## config.mk

```make
export PLATFORM = sky130hd
export DESIGN_NAME = btc_top
export DESIGN_NICKNAME = d
export VERILOG_FILES = /design/src/shared/btc_pkg.sv /design/src/rtl/btc_sync.sv /design/src/rtl/btc_pulse.sv /design/src/rtl/btc_top.sv
export VERILOG_INCLUDE_DIRS = /design/src /design/src/shared
export SDC_FILE = /design/constraint.sdc
export NUM_CORES = 1
export LEC_CHECK = 0
export ABC_AREA = 1
export BUFFER_PORTS_ARGS = -buffer_cell sky130_fd_sc_hd__buf_4
export CORE_ASPECT_RATIO = 1.4
export CORE_MARGIN = 2
export CORE_UTILIZATION = 55
export CTS_CLUSTER_DIAMETER = 60
export CTS_CLUSTER_SIZE = 10
export DETAILED_ROUTE_END_ITERATION = 7
export GPL_TIMING_DRIVEN = 0
export PLACE_DENSITY = 0.71
export SLEW_MARGIN = 20
export SYNTH_ARGS = -nofsm -noshare
export SYNTH_HDL_FRONTEND = slang
export SYNTH_SLANG_ARGS = --single-unit
export TNS_END_PERCENT = 30
```

## constraint.sdc

```tcl
create_clock -name mclk -period 3.86 [get_ports mclk]
set_clock_uncertainty 0.15 [all_clocks]
set_input_delay 0.772 -clock mclk [delete_from_list [all_inputs] [get_ports mclk]]
set_output_delay 0.772 -clock mclk [all_outputs]
set_load 0.05 [all_outputs]
```

## src/shared/btc_regs.svh

```systemverilog
// Register offsets, field positions, reset values and timing counts
// of the burst trigger controller. Assumes a 32-bit APB register bus.
`ifndef BTC_REGS_SVH
`define BTC_REGS_SVH
`define BTC_OFF_CTRL    12'h000
`define BTC_OFF_CYCLES  12'h004
`define BTC_OFF_PERIOD  12'h008
`define BTC_OFF_PHASE   12'h00C
`define BTC_OFF_CMD     12'h010
`define BTC_OFF_STATUS  12'h014
`define BTC_CTRL_SRC_LO 0
`define BTC_CTRL_GATED  2
`define BTC_CTRL_TSLOPE 3
`define BTC_CTRL_OUTEN  4
`define BTC_CTRL_OSLOPE 5
`define BTC_CTRL_SHP_LO 6
`define BTC_CTRL_REMOTE 9
`define BTC_CTRL_BURST  10
`define BTC_CTRL_GINV   11
`define BTC_CMD_BUSTRIG 0
`define BTC_CMD_APPLY   1
`define BTC_CTRL_RST    12'h000
`define BTC_CYCLES_RST  16'h0001
`define BTC_PHASE_MAX   360
`define BTC_PULSE_NS    1000
`define BTC_CLK_MHZ     100
`define BTC_PULSE_CYC   ((`BTC_PULSE_NS * `BTC_CLK_MHZ) / 1000 + 1)
`define BTC_PERIOD_RST  1000000
`endif

```

## src/shared/btc_pkg.sv

```systemverilog
// Types shared by the burst trigger controller modules.
// Assumes btc_regs.svh supplies the numeric constants.
`default_nettype none
package btc_pkg;
  typedef enum logic [1:0] {
    BTC_SRC_INT = 2'h0, BTC_SRC_EXT = 2'h1,
    BTC_SRC_MAN = 2'h2, BTC_SRC_BUS = 2'h3
  } btc_src_t;
  typedef enum logic [2:0] {
    BTC_SHP_SINE = 3'h0, BTC_SHP_SQUARE = 3'h1, BTC_SHP_RAMP = 3'h2,
    BTC_SHP_PULSE = 3'h3, BTC_SHP_NOISE = 3'h4, BTC_SHP_ARB = 3'h5
  } btc_shape_t;
  typedef enum logic [3:0] {
    BTC_ST_IDLE  = 4'h1, BTC_ST_BURST = 4'h2,
    BTC_ST_GATE  = 4'h4, BTC_ST_DRAIN = 4'h8
  } btc_state_t;
endpackage : btc_pkg
`default_nettype wire

```

## src/rtl/btc_sync.sv

```systemverilog
// Three-stage synchroniser for a pin input.
// Assumes the pin is asynchronous to mclk; output moves once stages agree.
`default_nettype none
module btc_sync (
  input  wire logic mclk,
  input  wire logic rst,
  input  wire logic pinIn,
  output logic      level
);
  logic s1;
  logic s2;
  logic s3;

  // Shift the pin through three stages; only stage two reads stage one.
  always_ff @(posedge mclk) begin
    if (rst) begin
      s1 <= 1'b0;
      s2 <= 1'b0;
      s3 <= 1'b0;
    end else begin
      s1 <= pinIn;
      s2 <= s1;
      s3 <= s2;
    end
  end

  // Accept a new level only when the last two stages agree.
  always_ff @(posedge mclk) begin
    if (rst) begin
      level <= 1'b0;
    end else if (s2 == s3) begin
      level <= s3;
    end
  end
endmodule : btc_sync
`default_nettype wire

```

## src/rtl/btc_pulse.sv

```systemverilog
// Fixed-width pulse stretcher for the trigger output.
// Assumes start is a one-cycle pulse on mclk.
`default_nettype none
module btc_pulse #(
  parameter int WIDTH = 101
) (
  input  wire logic mclk,
  input  wire logic rst,
  input  wire logic start,
  output logic      busy
);
  logic [15:0] left;

  // Load the width on start and count down to zero.
  always_ff @(posedge mclk) begin
    if (rst) begin
      left <= 16'h0000;
    end else if (start) begin
      left <= 16'(WIDTH);
    end else if (left != 16'h0000) begin
      left <= left - 16'h0001;
    end
  end

  assign busy = (left != 16'h0000);
endmodule : btc_pulse
`default_nettype wire

```

## src/rtl/btc_top.sv

```systemverilog
// Burst trigger controller: source select, burst sequencing, start phase,
// gated hold and trigger output. Assumes an APB master on mclk and a
// waveform engine that pulses cycleEnd at the end of each output cycle.
//
// Design decisions made here: register access over APB and the placing of the registers.
`include "btc_regs.svh"
`default_nettype none
module btc_top
  import btc_pkg::*;
#(
  parameter int DEF_PERIOD = `BTC_PERIOD_RST
) (
  input  wire logic        mclk,
  input  wire logic        rst,
  input  wire logic        psel,
  input  wire logic        penable,
  input  wire logic        pwrite,
  input  wire logic [11:0] paddr,
  input  wire logic [31:0] pwdata,
  output logic             pready,
  output logic             pslverr,
  output logic [31:0]      prdata,
  input  wire logic        trigInPin,
  input  wire logic        keyPin,
  input  wire logic        cycleEnd,
  output logic             burstRun,
  output logic             holdAtPhase,
  output logic [9:0]       phaseOut,
  output logic             trigOut,
  output logic             trigOutEn,
  output logic             keyLamp
);
  localparam int PULSE_CYC = `BTC_PULSE_CYC;
  btc_state_t  state;
  btc_state_t  next_state;
  logic [11:0] ctrl;
  logic [15:0] cycles;
  logic [31:0] period;
  logic [9:0]  phase;
  logic [15:0] cycleCnt;
  logic [31:0] timer;
  logic        trigLvl, trigLvlD, keyLvl, keyLvlD;
  logic        pulseBusy, sqHigh, busTrig, applyCmd;
  logic        wrEn, mapped, timerTick, extEdge;
  logic        keyStart, startReq, lastCycle, gateTrue;
  btc_src_t    src;
  btc_shape_t  shape;
  // Decode an APB address into a mapped flag.
  function automatic logic isMapped(input logic [11:0] a);
    return a == `BTC_OFF_CTRL || a == `BTC_OFF_CYCLES ||
           a == `BTC_OFF_PERIOD || a == `BTC_OFF_PHASE ||
           a == `BTC_OFF_CMD || a == `BTC_OFF_STATUS;
  endfunction : isMapped
  // Pin inputs pass the three-stage synchroniser.
  btc_sync uTrigSync (
    .mclk  (mclk),
    .rst   (rst),
    .pinIn (trigInPin),
    .level (trigLvl)
  );
  btc_sync uKeySync (
    .mclk  (mclk),
    .rst   (rst),
    .pinIn (keyPin),
    .level (keyLvl)
  );
  // Field views of the control register.
  assign src      = btc_src_t'(ctrl[`BTC_CTRL_SRC_LO +: 2]);
  assign shape    = btc_shape_t'(ctrl[`BTC_CTRL_SHP_LO +: 3]);
  assign gateTrue = trigLvl ^ ctrl[`BTC_CTRL_GINV];
  // APB slave answers with no wait state and flags unmapped addresses.
  assign mapped  = isMapped(paddr);
  assign pready  = 1'b1;
  assign pslverr = psel & penable & ~mapped;
  assign wrEn    = psel & penable & pwrite & mapped;
  assign busTrig = wrEn & (paddr == `BTC_OFF_CMD) & pwdata[`BTC_CMD_BUSTRIG];
  assign applyCmd = wrEn & (paddr == `BTC_OFF_CMD) & pwdata[`BTC_CMD_APPLY];
  // Control register: source falls back to internal on reset or setup command.
  always_ff @(posedge mclk) begin
    if (rst) begin
      ctrl <= `BTC_CTRL_RST;
    end else if (wrEn && paddr == `BTC_OFF_CTRL) begin
      ctrl <= pwdata[11:0];
    end else if (applyCmd) begin
      ctrl[`BTC_CTRL_SRC_LO +: 2] <= BTC_SRC_INT;
    end
  end
  // Burst count and burst period; a zero count means an endless burst.
  always_ff @(posedge mclk) begin
    if (rst) begin
      cycles <= `BTC_CYCLES_RST;
      period <= 32'(DEF_PERIOD);
    end else if (wrEn && paddr == `BTC_OFF_CYCLES) begin
      cycles <= pwdata[15:0];
    end else if (wrEn && paddr == `BTC_OFF_PERIOD && pwdata != 32'h0) begin
      period <= pwdata;
    end
  end
  // Start phase in signed degrees; out-of-range writes are refused.
  always_ff @(posedge mclk) begin
    if (rst) begin
      phase <= 10'h000;
    end else if (wrEn && paddr == `BTC_OFF_PHASE &&
                 $signed(pwdata) >= -`BTC_PHASE_MAX &&
                 $signed(pwdata) <= `BTC_PHASE_MAX) begin
      phase <= pwdata[9:0];
    end
  end
  // Read data is captured in the setup cycle and held for the access.
  always_ff @(posedge mclk) begin
    if (rst) begin
      prdata <= 32'h0;
    end else if (psel && !penable) begin
      case (paddr)
        `BTC_OFF_CTRL:   prdata <= {20'h0, ctrl};
        `BTC_OFF_CYCLES: prdata <= {16'h0, cycles};
        `BTC_OFF_PERIOD: prdata <= period;
        `BTC_OFF_PHASE:  prdata <= {{22{phase[9]}}, phase};
        `BTC_OFF_STATUS: prdata <= {24'h0, keyLamp, trigOut, state, burstRun, holdAtPhase};
        default:         prdata <= 32'h0;
      endcase
    end
  end
  // Period counter runs only for the internal source in triggered mode.
  always_ff @(posedge mclk) begin
    if (rst) begin
      timer <= 32'h1;
    end else if (src != BTC_SRC_INT || ctrl[`BTC_CTRL_GATED] ||
                 !ctrl[`BTC_CTRL_BURST]) begin
      timer <= 32'h1;
    end else if (timer <= 32'h1) begin
      timer <= period;
    end else begin
      timer <= timer - 32'h1;
    end
  end
  assign timerTick = src == BTC_SRC_INT && !ctrl[`BTC_CTRL_GATED] &&
                     ctrl[`BTC_CTRL_BURST] && timer <= 32'h1;
  assign sqHigh    = timer > (period >> 1);
  // Edge memories for the trigger pin and the key.
  always_ff @(posedge mclk) begin
    if (rst) begin
      trigLvlD <= 1'b0;
      keyLvlD  <= 1'b0;
    end else begin
      trigLvlD <= trigLvl;
      keyLvlD  <= keyLvl;
    end
  end
  assign extEdge = ctrl[`BTC_CTRL_TSLOPE] ? (trigLvlD & ~trigLvl)
                                          : (~trigLvlD & trigLvl);
  assign keyStart = keyLvl & ~keyLvlD & ~ctrl[`BTC_CTRL_REMOTE] &
                    ctrl[`BTC_CTRL_BURST];
  // Pick the start request of the selected source.
  always_comb begin
    case (src)
      BTC_SRC_INT: startReq = timerTick;
      BTC_SRC_EXT: startReq = extEdge;
      BTC_SRC_MAN: startReq = keyStart;
      BTC_SRC_BUS: startReq = busTrig;
      default:     startReq = 1'b0;
    endcase
  end
  // A finite burst ends on the cycle end of its last counted cycle.
  assign lastCycle = cycleEnd && cycles != 16'h0 && cycleCnt + 16'h1 >= cycles;
  // Burst sequencer; starts are accepted only while idle.
  always_comb begin
    next_state = state;
    case (state)
      BTC_ST_IDLE: begin
        if (!ctrl[`BTC_CTRL_BURST]) begin
          next_state = BTC_ST_IDLE;
        end else if (ctrl[`BTC_CTRL_GATED]) begin
          if (gateTrue) begin
            next_state = BTC_ST_GATE;
          end
        end else if (startReq) begin
          next_state = BTC_ST_BURST;
        end
      end
      BTC_ST_BURST: begin
        if (lastCycle || !ctrl[`BTC_CTRL_BURST]) begin
          next_state = BTC_ST_IDLE;
        end
      end
      BTC_ST_GATE: begin
        if (!gateTrue || !ctrl[`BTC_CTRL_GATED]) begin
          next_state = (shape == BTC_SHP_NOISE) ? BTC_ST_IDLE : BTC_ST_DRAIN;
        end
      end
      BTC_ST_DRAIN: begin
        if (cycleEnd) begin
          next_state = BTC_ST_IDLE;
        end
      end
      default: next_state = BTC_ST_IDLE;
    endcase
  end
  // State register.
  always_ff @(posedge mclk) begin
    if (rst) begin
      state <= BTC_ST_IDLE;
    end else begin
      state <= next_state;
    end
  end
  // Cycle counter cleared at each start; extra edges leave it alone.
  always_ff @(posedge mclk) begin
    if (rst) begin
      cycleCnt <= 16'h0;
    end else if (state == BTC_ST_IDLE) begin
      cycleCnt <= 16'h0;
    end else if (state == BTC_ST_BURST && cycleEnd) begin
      cycleCnt <= cycleCnt + 16'h1;
    end
  end

  // Engine outputs: run, hold and effective start phase.
  always_ff @(posedge mclk) begin
    if (rst) begin
      burstRun    <= 1'b0;
      holdAtPhase <= 1'b1;
      phaseOut    <= 10'h000;
    end else begin
      burstRun    <= next_state == BTC_ST_BURST || next_state == BTC_ST_GATE ||
                     next_state == BTC_ST_DRAIN;
      holdAtPhase <= next_state == BTC_ST_IDLE;
      phaseOut    <= (shape == BTC_SHP_PULSE || shape == BTC_SHP_NOISE) ? 10'h000
                                                                         : phase;
    end
  end

  // Trigger output pulse for manual and bus sources.
  btc_pulse #(
    .WIDTH (PULSE_CYC)
  ) uPulse (
    .mclk  (mclk),
    .rst   (rst),
    .start (state == BTC_ST_IDLE && next_state == BTC_ST_BURST &&
            (src == BTC_SRC_MAN || src == BTC_SRC_BUS)),
    .busy  (pulseBusy)
  );

  // Trigger output level, polarity and enable; lamp shows armed state.
  always_ff @(posedge mclk) begin
    if (rst) begin
      trigOut   <= 1'b0;
      trigOutEn <= 1'b0;
      keyLamp   <= 1'b0;
    end else begin
      trigOutEn <= ctrl[`BTC_CTRL_OUTEN] && src != BTC_SRC_EXT;
      if (!ctrl[`BTC_CTRL_OUTEN] || src == BTC_SRC_EXT) begin
        trigOut <= 1'b0;
      end else if (src == BTC_SRC_INT) begin
        trigOut <= sqHigh ^ ctrl[`BTC_CTRL_OSLOPE];
      end else begin
        trigOut <= pulseBusy ^ ctrl[`BTC_CTRL_OSLOPE];
      end
      keyLamp <= state == BTC_ST_IDLE && !ctrl[`BTC_CTRL_GATED] &&
                 ctrl[`BTC_CTRL_BURST] && !ctrl[`BTC_CTRL_REMOTE] &&
                 (src == BTC_SRC_MAN || src == BTC_SRC_BUS);
    end
  end
endmodule : btc_top
`default_nettype wire

```

==> results of run 1 <==
-- layout make-up --
cell class	instances	area (um2)	share of cell area (%)
sequential	195	3910	33.5
clock inverter	14	144	1.24
timing repair buffer	99	743	6.38
inverter	195	732	6.28
tap	240	300	2.58
buffer	48	211	1.82
clock buffer	17	425	3.65
multi-input combinational	928	5190	44.5
-- cells in the mapped netlist (all sizes together) --
master	count
xnor2	13
and3	1
o21a	1
o31ai	4
clkbuf	36
or3	3
a2111oi	1
nor2	167
inv	194
nor3	32
o21ai	133
conb	1
o211ai	12
buf	12
ha	51
clkinv	1
dfxtp	195
a32o	1
a211oi	12
a31oi	18
nand3	48
a22oi	1
nor4	14
a221oi	9
and2	1
o22ai	17
o21bai	3
a21oi	136
xor2	28
o2111ai	1
nand2	193
a21boi	1
nand4	26
-- path summary, 6_finish.rpt --
| kind | startpoint | end | depth (start not counted) |
|---|---|---|---|
| max | cycleCnt[1] | holdAtPhase | 20 |
| min | uKeySync.s1 | uKeySync.s2 | 2 |
| max reg2reg | cycleCnt[1] | holdAtPhase | 20 |
| min reg2reg | uKeySync.s1 | uKeySync.s2 | 2 |
-- routing by layer --
layer  vias up  routed length (um)  part of all wire [%]  global-route usage (%)
met1      4576               11900                    38                    36.4
met2       379               15400                    50                    57.3
li1       4812                   -                     -                       -
met3       117                1830                   5.9                    5.31
met4         0                1820                   5.9                    19.2
met5         -                   0                     0                       0
-- sequential cells by signal, summed over array words and instances (netlist names), 10 cells and up --
register	count
timer	32
ctrl	12
uPulse.left	16
cycles	16
phaseOut	10
period	32
cycleCnt	16
phase	10
prdata	32
-- kinds of logic (layout without fill, tap and decap cells) --
| logic type | Yosys count | after routing |
|---|---|---|
| buffers and inverters | 243 | 373 |
| AND/OR/NAND/NOR | 485 | 485 |
| AO/OA/AOI/OAI | 350 | 350 |
| other | 1 | 1 |
| XOR/XNOR | 41 | 41 |
| adder cells (fa/ha/maj) | 51 | 51 |
| flip-flops | 195 | 195 |
-- power groups by stage --
stage / logic, mW / clock network (mW) / registers (mW)
3_5_place_dp: 0.645 / 0 / 2.20
5_1_grt: 0.734 / 1.83 / 2.16
6_report: 0.649 / 1.74 / 2.15
2_1_floorplan: 0.466 / 0 / 2.20
4_1_cts: 0.650 / 1.76 / 2.15
3_3_place_gp: 0.636 / 0 / 2.20
-- cell usage in the layout, fill, tap and decap left out, types with 6 or more instances in the layout --
| cell type | count |
|---|---|
| sky130_fd_sc_hd__o21ai_0 | 132 |
| sky130_fd_sc_hd__xor2_1 | 28 |
| sky130_fd_sc_hd__a221oi_1 | 9 |
| sky130_fd_sc_hd__nand2_1 | 186 |
| sky130_fd_sc_hd__nor3_1 | 22 |
| sky130_fd_sc_hd__nor3_2 | 8 |
| sky130_fd_sc_hd__clkbuf_1 | 34 |
| sky130_fd_sc_hd__a211oi_1 | 11 |
| sky130_fd_sc_hd__clkbuf_16 | 17 |
| sky130_fd_sc_hd__nand2_2 | 6 |
| sky130_fd_sc_hd__buf_2 | 8 |
| sky130_fd_sc_hd__inv_8 | 6 |
| sky130_fd_sc_hd__nor4_1 | 14 |
| sky130_fd_sc_hd__inv_2 | 6 |
| sky130_fd_sc_hd__a21oi_1 | 135 |
| sky130_fd_sc_hd__nand4_1 | 25 |
| sky130_fd_sc_hd__dfxtp_1 | 194 |
| sky130_fd_sc_hd__a31oi_1 | 17 |
| sky130_fd_sc_hd__inv_1 | 188 |
| sky130_fd_sc_hd__ha_1 | 51 |
| sky130_fd_sc_hd__o22ai_1 | 17 |
| sky130_fd_sc_hd__nand3_1 | 42 |
| sky130_fd_sc_hd__o211ai_1 | 12 |
| sky130_fd_sc_hd__nor2_1 | 147 |
| sky130_fd_sc_hd__nor2_2 | 15 |
| sky130_fd_sc_hd__buf_4 | 101 |
| sky130_fd_sc_hd__xnor2_1 | 13 |
-- timing repair --
action | in CTS | in global routing
gates resized for setup | 0 | 10
endpoints found under the setup margin | 0 | 5
buffers inserted | 0 | 1
-- metrics by stage --
step	hold slack, ns	util [%]	area (um2)	power (mW)	setup slack [ns]
floorplan	0.238	-	9990	2.67	0.725
global placement	0.245	61.8	11000	2.83	0.0831
detailed placement	0.244	61.8	11000	2.84	0.0601
CTS	0.255	64.9	11600	4.56	0.0233
global route	0.280	65.3	11600	4.73	0.00767
finish	0.253	65.3	11600	4.54	0.350
-- critical path: stages (launching register included) --
cell                      delay (ns)
sky130_fd_sc_hd__dfxtp_1        0.36
sky130_fd_sc_hd__ha_1           0.19
sky130_fd_sc_hd__nand3_1        0.14
sky130_fd_sc_hd__nor3_2         0.25
sky130_fd_sc_hd__nand3_2        0.15
sky130_fd_sc_hd__nor3_4         0.21
sky130_fd_sc_hd__nand3_1        0.14
sky130_fd_sc_hd__nor2_1         0.14
sky130_fd_sc_hd__xnor2_1        0.15
sky130_fd_sc_hd__inv_1          0.07
sky130_fd_sc_hd__ha_1           0.27
sky130_fd_sc_hd__nand2_1        0.07
sky130_fd_sc_hd__inv_1          0.04
sky130_fd_sc_hd__nand3_1        0.10
sky130_fd_sc_hd__inv_1          0.07
sky130_fd_sc_hd__a21oi_2        0.18
sky130_fd_sc_hd__nand3_2        0.14
sky130_fd_sc_hd__a31oi_2        0.18
sky130_fd_sc_hd__nor2_1         0.08
sky130_fd_sc_hd__nor3_2         0.16
sky130_fd_sc_hd__nand3_1        0.14
==> out/summary.json, run 1 <==
{
  "floorplanning": {
    "num_rows": 58,
    "floorplan.die.height_um": 163,
    "ios": 101,
    "die-area_um2": 19300,
    "start_util_pct": 56.0,
    "chipWidth_um": 118,
    "core-area_um2": 17900
  },
  "final_layout": {
    "antennaDiodeCount": 0,
    "drive_above_1_share_pct": 13.2,
    "final_net_count": 1587,
    "fillerInstances": 1661,
    "non_filler_instance_count_after_layout": 1736,
    "synthToLayoutAreaGrowth_pct": 16.6
  },
  "worst_setup_path": {
    "criticalPathCategory": "reg2reg",
    "worst-path-max-fanout": 3,
    "worst_setup_path_end_kind": "flop",
    "critPathLaunchType": "flop",
    "worst_ep_required_time_ns": 4.02,
    "r2r_slack_ns": 0.35,
    "arrival_ns": 3.67
  },
  "power_and_ir_drop": {
    "intPower_mw": 3.20,
    "pwr-share-clk_pct": 38.3,
    "switchingPower_mw": 1.34,
    "switching_share_pct": 29.5,
    "pwr-share-seq_pct": 47.4,
    "leakage_nw": 5.21,
    "p_comb_share_pct": 14.3,
    "ir_drop_mv": 0.372,
    "power_per_cell_area_nw_per_um2": 390
  },
  "place": {
    "gp_congestion": 1.00,
    "hpwl_dp_um": 24400,
    "place.detailed.instances": 1704,
    "port_buffers": 98
  },
  "global_routing": {
    "grt_antenna_before_repair": 0,
    "groute.usage.overall_pct": 32.3,
    "largest_net_degree_at_the_start_of_global_routing": 20,
    "grt_first_pass_wirelength_um": 48300,
    "first_global_vias": 9215,
    "grt_overflow_total": 0
  },
  "synth": {
    "syn-mean-instance-area_um2": 7.31,
    "synth_compound_gate_area_share_pct": 19.3,
    "synth.area.top_cells": "sky130_fd_sc_hd__dfxtp_1 (39%), sky130_fd_sc_hd__inv_1 (7.1%), sky130_fd_sc_hd__nand2_1 (7.0%)",
    "synth_cell_type_count": 49,
    "post_synth_instance_area_um2": 9990,
    "post_synth_xor_area_fraction_pct": 3.59,
    "post_synth_mux_area_share_pct": 0,
    "synth_cells": 1366,
    "syn-num-nets": 1469,
    "postSynthRegisterBits": 195,
    "synth_fa_ha_area_share_pct": 6.39,
    "synth-simple-area-share_pct": 22.1,
    "synthesis.yosys.warnings": 0,
    "cell_type_with_the_largest_total_area_after_synthesis": "sky130_fd_sc_hd__dfxtp_1",
    "combinational_family_with_the_most_area_after_synthesis": "simple AND/OR/NAND/NOR gates",
    "netlist.area_leader.share_pct": 39.1,
    "synth_sequential_area_ratio_pct": 39.1
  },
  "drt": {
    "avgViaCountPerCell": 5.69,
    "final_antenna_net_count": 0,
    "route.vias.total": 9884,
    "detail_route.drc_violations": 0,
    "detail_route.wl_per_cell_um": 17.8,
    "totalWireLength_um": 30900,
    "detail_route.iter0.violations": 818,
    "drt_pass1_iterations": 5
  },
  "clock_tree": {
    "cts_num_sinks": 195,
    "cts.path.max_buffers": 2,
    "cts.clk_slew.worst_paths_ns": 0.08,
    "cts_tree": "done",
    "worst_skew_pair.late_latency_ns": 0.45,
    "cts_max_level": 4,
    "cts_inserted_buffers": 17,
    "clock-root-buffer": "sky130_fd_sc_hd__clkbuf_16",
    "ctsHoldBuffers": 0
  },
  "sta": {
    "max_freq_mhz": 285,
    "setup-violations-final": 0,
    "final_hold_vio_count": 0,
    "final_min_period_over_clock_period_pct": 90.9,
    "tightestPinTransition_ns": 0.786,
    "final_period_minus_worst_setup_slack_ns": 3.51,
    "rsz_0062_raised_after_global_routing": "no",
    "fin_setup_tns_ns": 0,
    "final_max_slew_viol_count": 0,
    "relSlewSlack_pct": 47.2
  },
  "hold_path": {
    "worst_hold_path_type": "reg2reg"
  },
  "run_status": {
    "outcome": "completed"
  },
  "flow_run": {
    "max_cap_viol_count": 0
  }
}
Note: power is estimated with default switching activity, not from simulation.
==> inputs of run 2 (changes only) <==
--- a/config.mk
+++ b/config.mk
@@ -10,12 +10,12 @@
 export BUFFER_PORTS_ARGS = -buffer_cell sky130_fd_sc_hd__buf_4
 export CORE_ASPECT_RATIO = 1.4
 export CORE_MARGIN = 2
-export CORE_UTILIZATION = 55
+export CORE_UTILIZATION = 54
 export CTS_CLUSTER_DIAMETER = 60
 export CTS_CLUSTER_SIZE = 10
 export DETAILED_ROUTE_END_ITERATION = 7
 export GPL_TIMING_DRIVEN = 0
-export PLACE_DENSITY = 0.71
+export PLACE_DENSITY = 0.73
 export SLEW_MARGIN = 20
 export SYNTH_ARGS = -nofsm -noshare
 export SYNTH_HDL_FRONTEND = slang
==> constraint.sdc (replaced) <==
create_clock -name mclk -period 2.85 [get_ports mclk]
set_clock_uncertainty 0.15 [all_clocks]
set_input_delay 0.57 -clock mclk [delete_from_list [all_inputs] [get_ports mclk]]
set_output_delay 0.57 -clock mclk [all_outputs]
set_load 0.05 [all_outputs]
==> out/summary.json, run 2 (synthesis gave the netlist of run 1 again) <==
{
  "run_status": {
    "outcome": "finished with violations",
    "violations_in_the_final_reports": "negative setup slack"
  },
  "final_layout": {
    "drive_above_1_share_pct": 16.5,
    "antennaDiodeCount": 0,
    "commonest_non_fill_non_tap_cell_in_the_layout": "sky130_fd_sc_hd__dfxtp_1",
    "fin_util_pct": 66.4,
    "synthToLayoutAreaGrowth_pct": 20.2,
    "layout_top_registers": "period: 32 flops, prdata: 32 flops, timer: 32 flops",
    "layout.cell_area.non_filler_um2": 12000,
    "final_net_count": 1610,
    "mostFrequentLayoutCells": "sky130_fd_sc_hd__dfxtp_1 (191), sky130_fd_sc_hd__nand2_1 (185), sky130_fd_sc_hd__inv_1 (183), sky130_fd_sc_hd__nor2_1 (143), sky130_fd_sc_hd__a21oi_1 (133)",
    "non_filler_instance_count_after_layout": 1759
  },
  "floorplanning": {
    "ios": 101,
    "core-area_um2": 18100,
    "die-area_um2": 19600,
    "chipWidth_um": 119,
    "start_util_pct": 55.3,
    "floorplan.die.height_um": 165,
    "num_rows": 58
  },
  "clock_tree": {
    "cts_num_sinks": 195,
    "cts_inserted_buffers": 17,
    "cts_tree": "done",
    "worst_skew_pair.late_latency_ns": 0.45,
    "cts_max_level": 4,
    "cts.clk_slew.worst_paths_ns": 0.08,
    "ctsHoldBuffers": 0,
    "clock-root-buffer": "sky130_fd_sc_hd__clkbuf_16",
    "cts.path.max_buffers": 2
  },
  "worst_setup_path": {
    "worst-path-max-fanout": 3,
    "timing.critical_path.slowest_stage_cell": "sky130_fd_sc_hd__dfxtp_2",
    "path_cells": "inv_2 -> nor3_4 -> nand3_2 -> nor3_4 -> nand3_2 -> nor2_2 -> buf_4 -> nand2_1 -> xor2_2 -> inv_1 -> ha_1 -> a21oi_1 -> o21ai_2 -> a21oi_4 -> nand3_4 -> a31oi_4 -> nor2_2 -> nor3_2 -> nand3_2",
    "cp_top_family": "simple AND/OR/NAND/NOR gates",
    "critical_path.reg2reg.startpoint": "cycleCnt[3]",
    "critPathLaunchType": "flop",
    "timing.critical_path.buf_inv": 3,
    "worst_setup_path_end_kind": "flop",
    "critPathMostFrequentCell": "sky130_fd_sc_hd__nand3_2",
    "criticalPathCategory": "reg2reg",
    "worst_ep_required_time_ns": 3.01,
    "startpoint": "cycleCnt[3]",
    "arrival_ns": 3.50,
    "cp_slowest_stage_delay_ns": 0.36
  },
  "sta": {
    "relSlewSlack_pct": 48.0,
    "setup_ws_ns": -0.491,
    "tightestPinTransition_ns": 0.778,
    "setup-violations-final": 5,
    "final_min_period_over_clock_period_pct": 117,
    "max_freq_mhz": 299,
    "final_max_slew_viol_count": 0,
    "final_hold_vio_count": 0,
    "fin_setup_tns_ns": -2.04,
    "finalHoldWorstSlack_ns": 0.172,
    "rsz_0062_raised_after_global_routing": "yes",
    "final_period_minus_worst_setup_slack_ns": 3.34
  },
  "drt": {
    "detail_route.wl_per_cell_um": 18.2,
    "detail_route.iter0.violations": 867,
    "detail_route.drc_violations": 0,
    "final_antenna_net_count": 0,
    "route.vias.total": 10100,
    "totalWireLength_um": 32000,
    "avgViaCountPerCell": 5.74,
    "drt_pass1_iterations": 5
  },
  "place": {
    "pre_cts_slack_ns": -0.841,
    "hpwl_dp_um": 24300,
    "gp_congestion": 0.962,
    "placed_area_um2": 11000,
    "place.detailed.instances": 1704,
    "port_buffers": 98
  },
  "flow_run": {
    "max_cap_viol_count": 0
  },
  "global_routing": {
    "groute.usage.overall_pct": 32.3,
    "grt_first_pass_wirelength_um": 49200,
    "grt_antenna_before_repair": 0,
    "largest_net_degree_at_the_start_of_global_routing": 20,
    "first_global_vias": 9574,
    "grt_overflow_total": 0
  },
  "hold_path": {
    "hold_start": "keyPin",
    "worst_hold_path_type": "in2reg"
  },
  "power_and_ir_drop": {
    "leakage_nw": 5.39,
    "power_per_cell_area_nw_per_um2": 513,
    "ir_drop_mv": 0.675,
    "finalPower_mw": 6.16
  }
}
[run 2: cell count changes in the layout (fill, tap and decap cells not counted), sizes merged]
cell,before,now
clkinvlp,1,2
clkinv,7,4
inv,201,203
buf,111,134
[run 2: routing by layer]
metal,GRT usage (%),part of all wire [%],vias up
met4,19.1,5.7,0
met1,37.9,39,4689
li1,-,-,4850
met5,0,0,-
met3,5.21,6.6,113
met2,55.5,49,440
[run 2: final cells by class]
class / instances / area (um2)
plain buffers: 48 / 211
clock buffers: 17 / 425
clock inverters: 14 / 139
fillers: 1566 / 6070
inverters: 195 / 732
multi-input cells: 928 / 5370
flip-flops and latches: 195 / 3910
well taps: 240 / 300
repair buffers: 122 / 916
[run 2: path summary, 6_finish.rpt]
| path | end | slack (ns) | cells after the start |
|---|---|---|---|
| setup / recovery | holdAtPhase | -0.49 | 19 |
| hold reg to reg | uTrigSync.s2 | 0.26 | 2 |
| setup reg to reg | holdAtPhase | -0.49 | 19 |
| hold / removal | uKeySync.s1 | 0.17 | 3 |
[run 2: timing repair]
item | in CTS | in global routing
pin swaps | 27 | 25
setup endpoints to repair | 5 | 5
gates resized for setup | 27 | 24
setup buffers | 21 | 5
[run 2: power breakdown]
part	switching [mW]	internal (mW)
Combinational	0.544	0.345
Clock	1.19	1.16
Sequential	0.0828	2.83
[run 2: worst min-delay path, stage by stage]
cell	delay, ns
sky130_fd_sc_hd__buf_4	0.07
sky130_fd_sc_hd__inv_1	0.03
sky130_fd_sc_hd__nor2_1	0.06
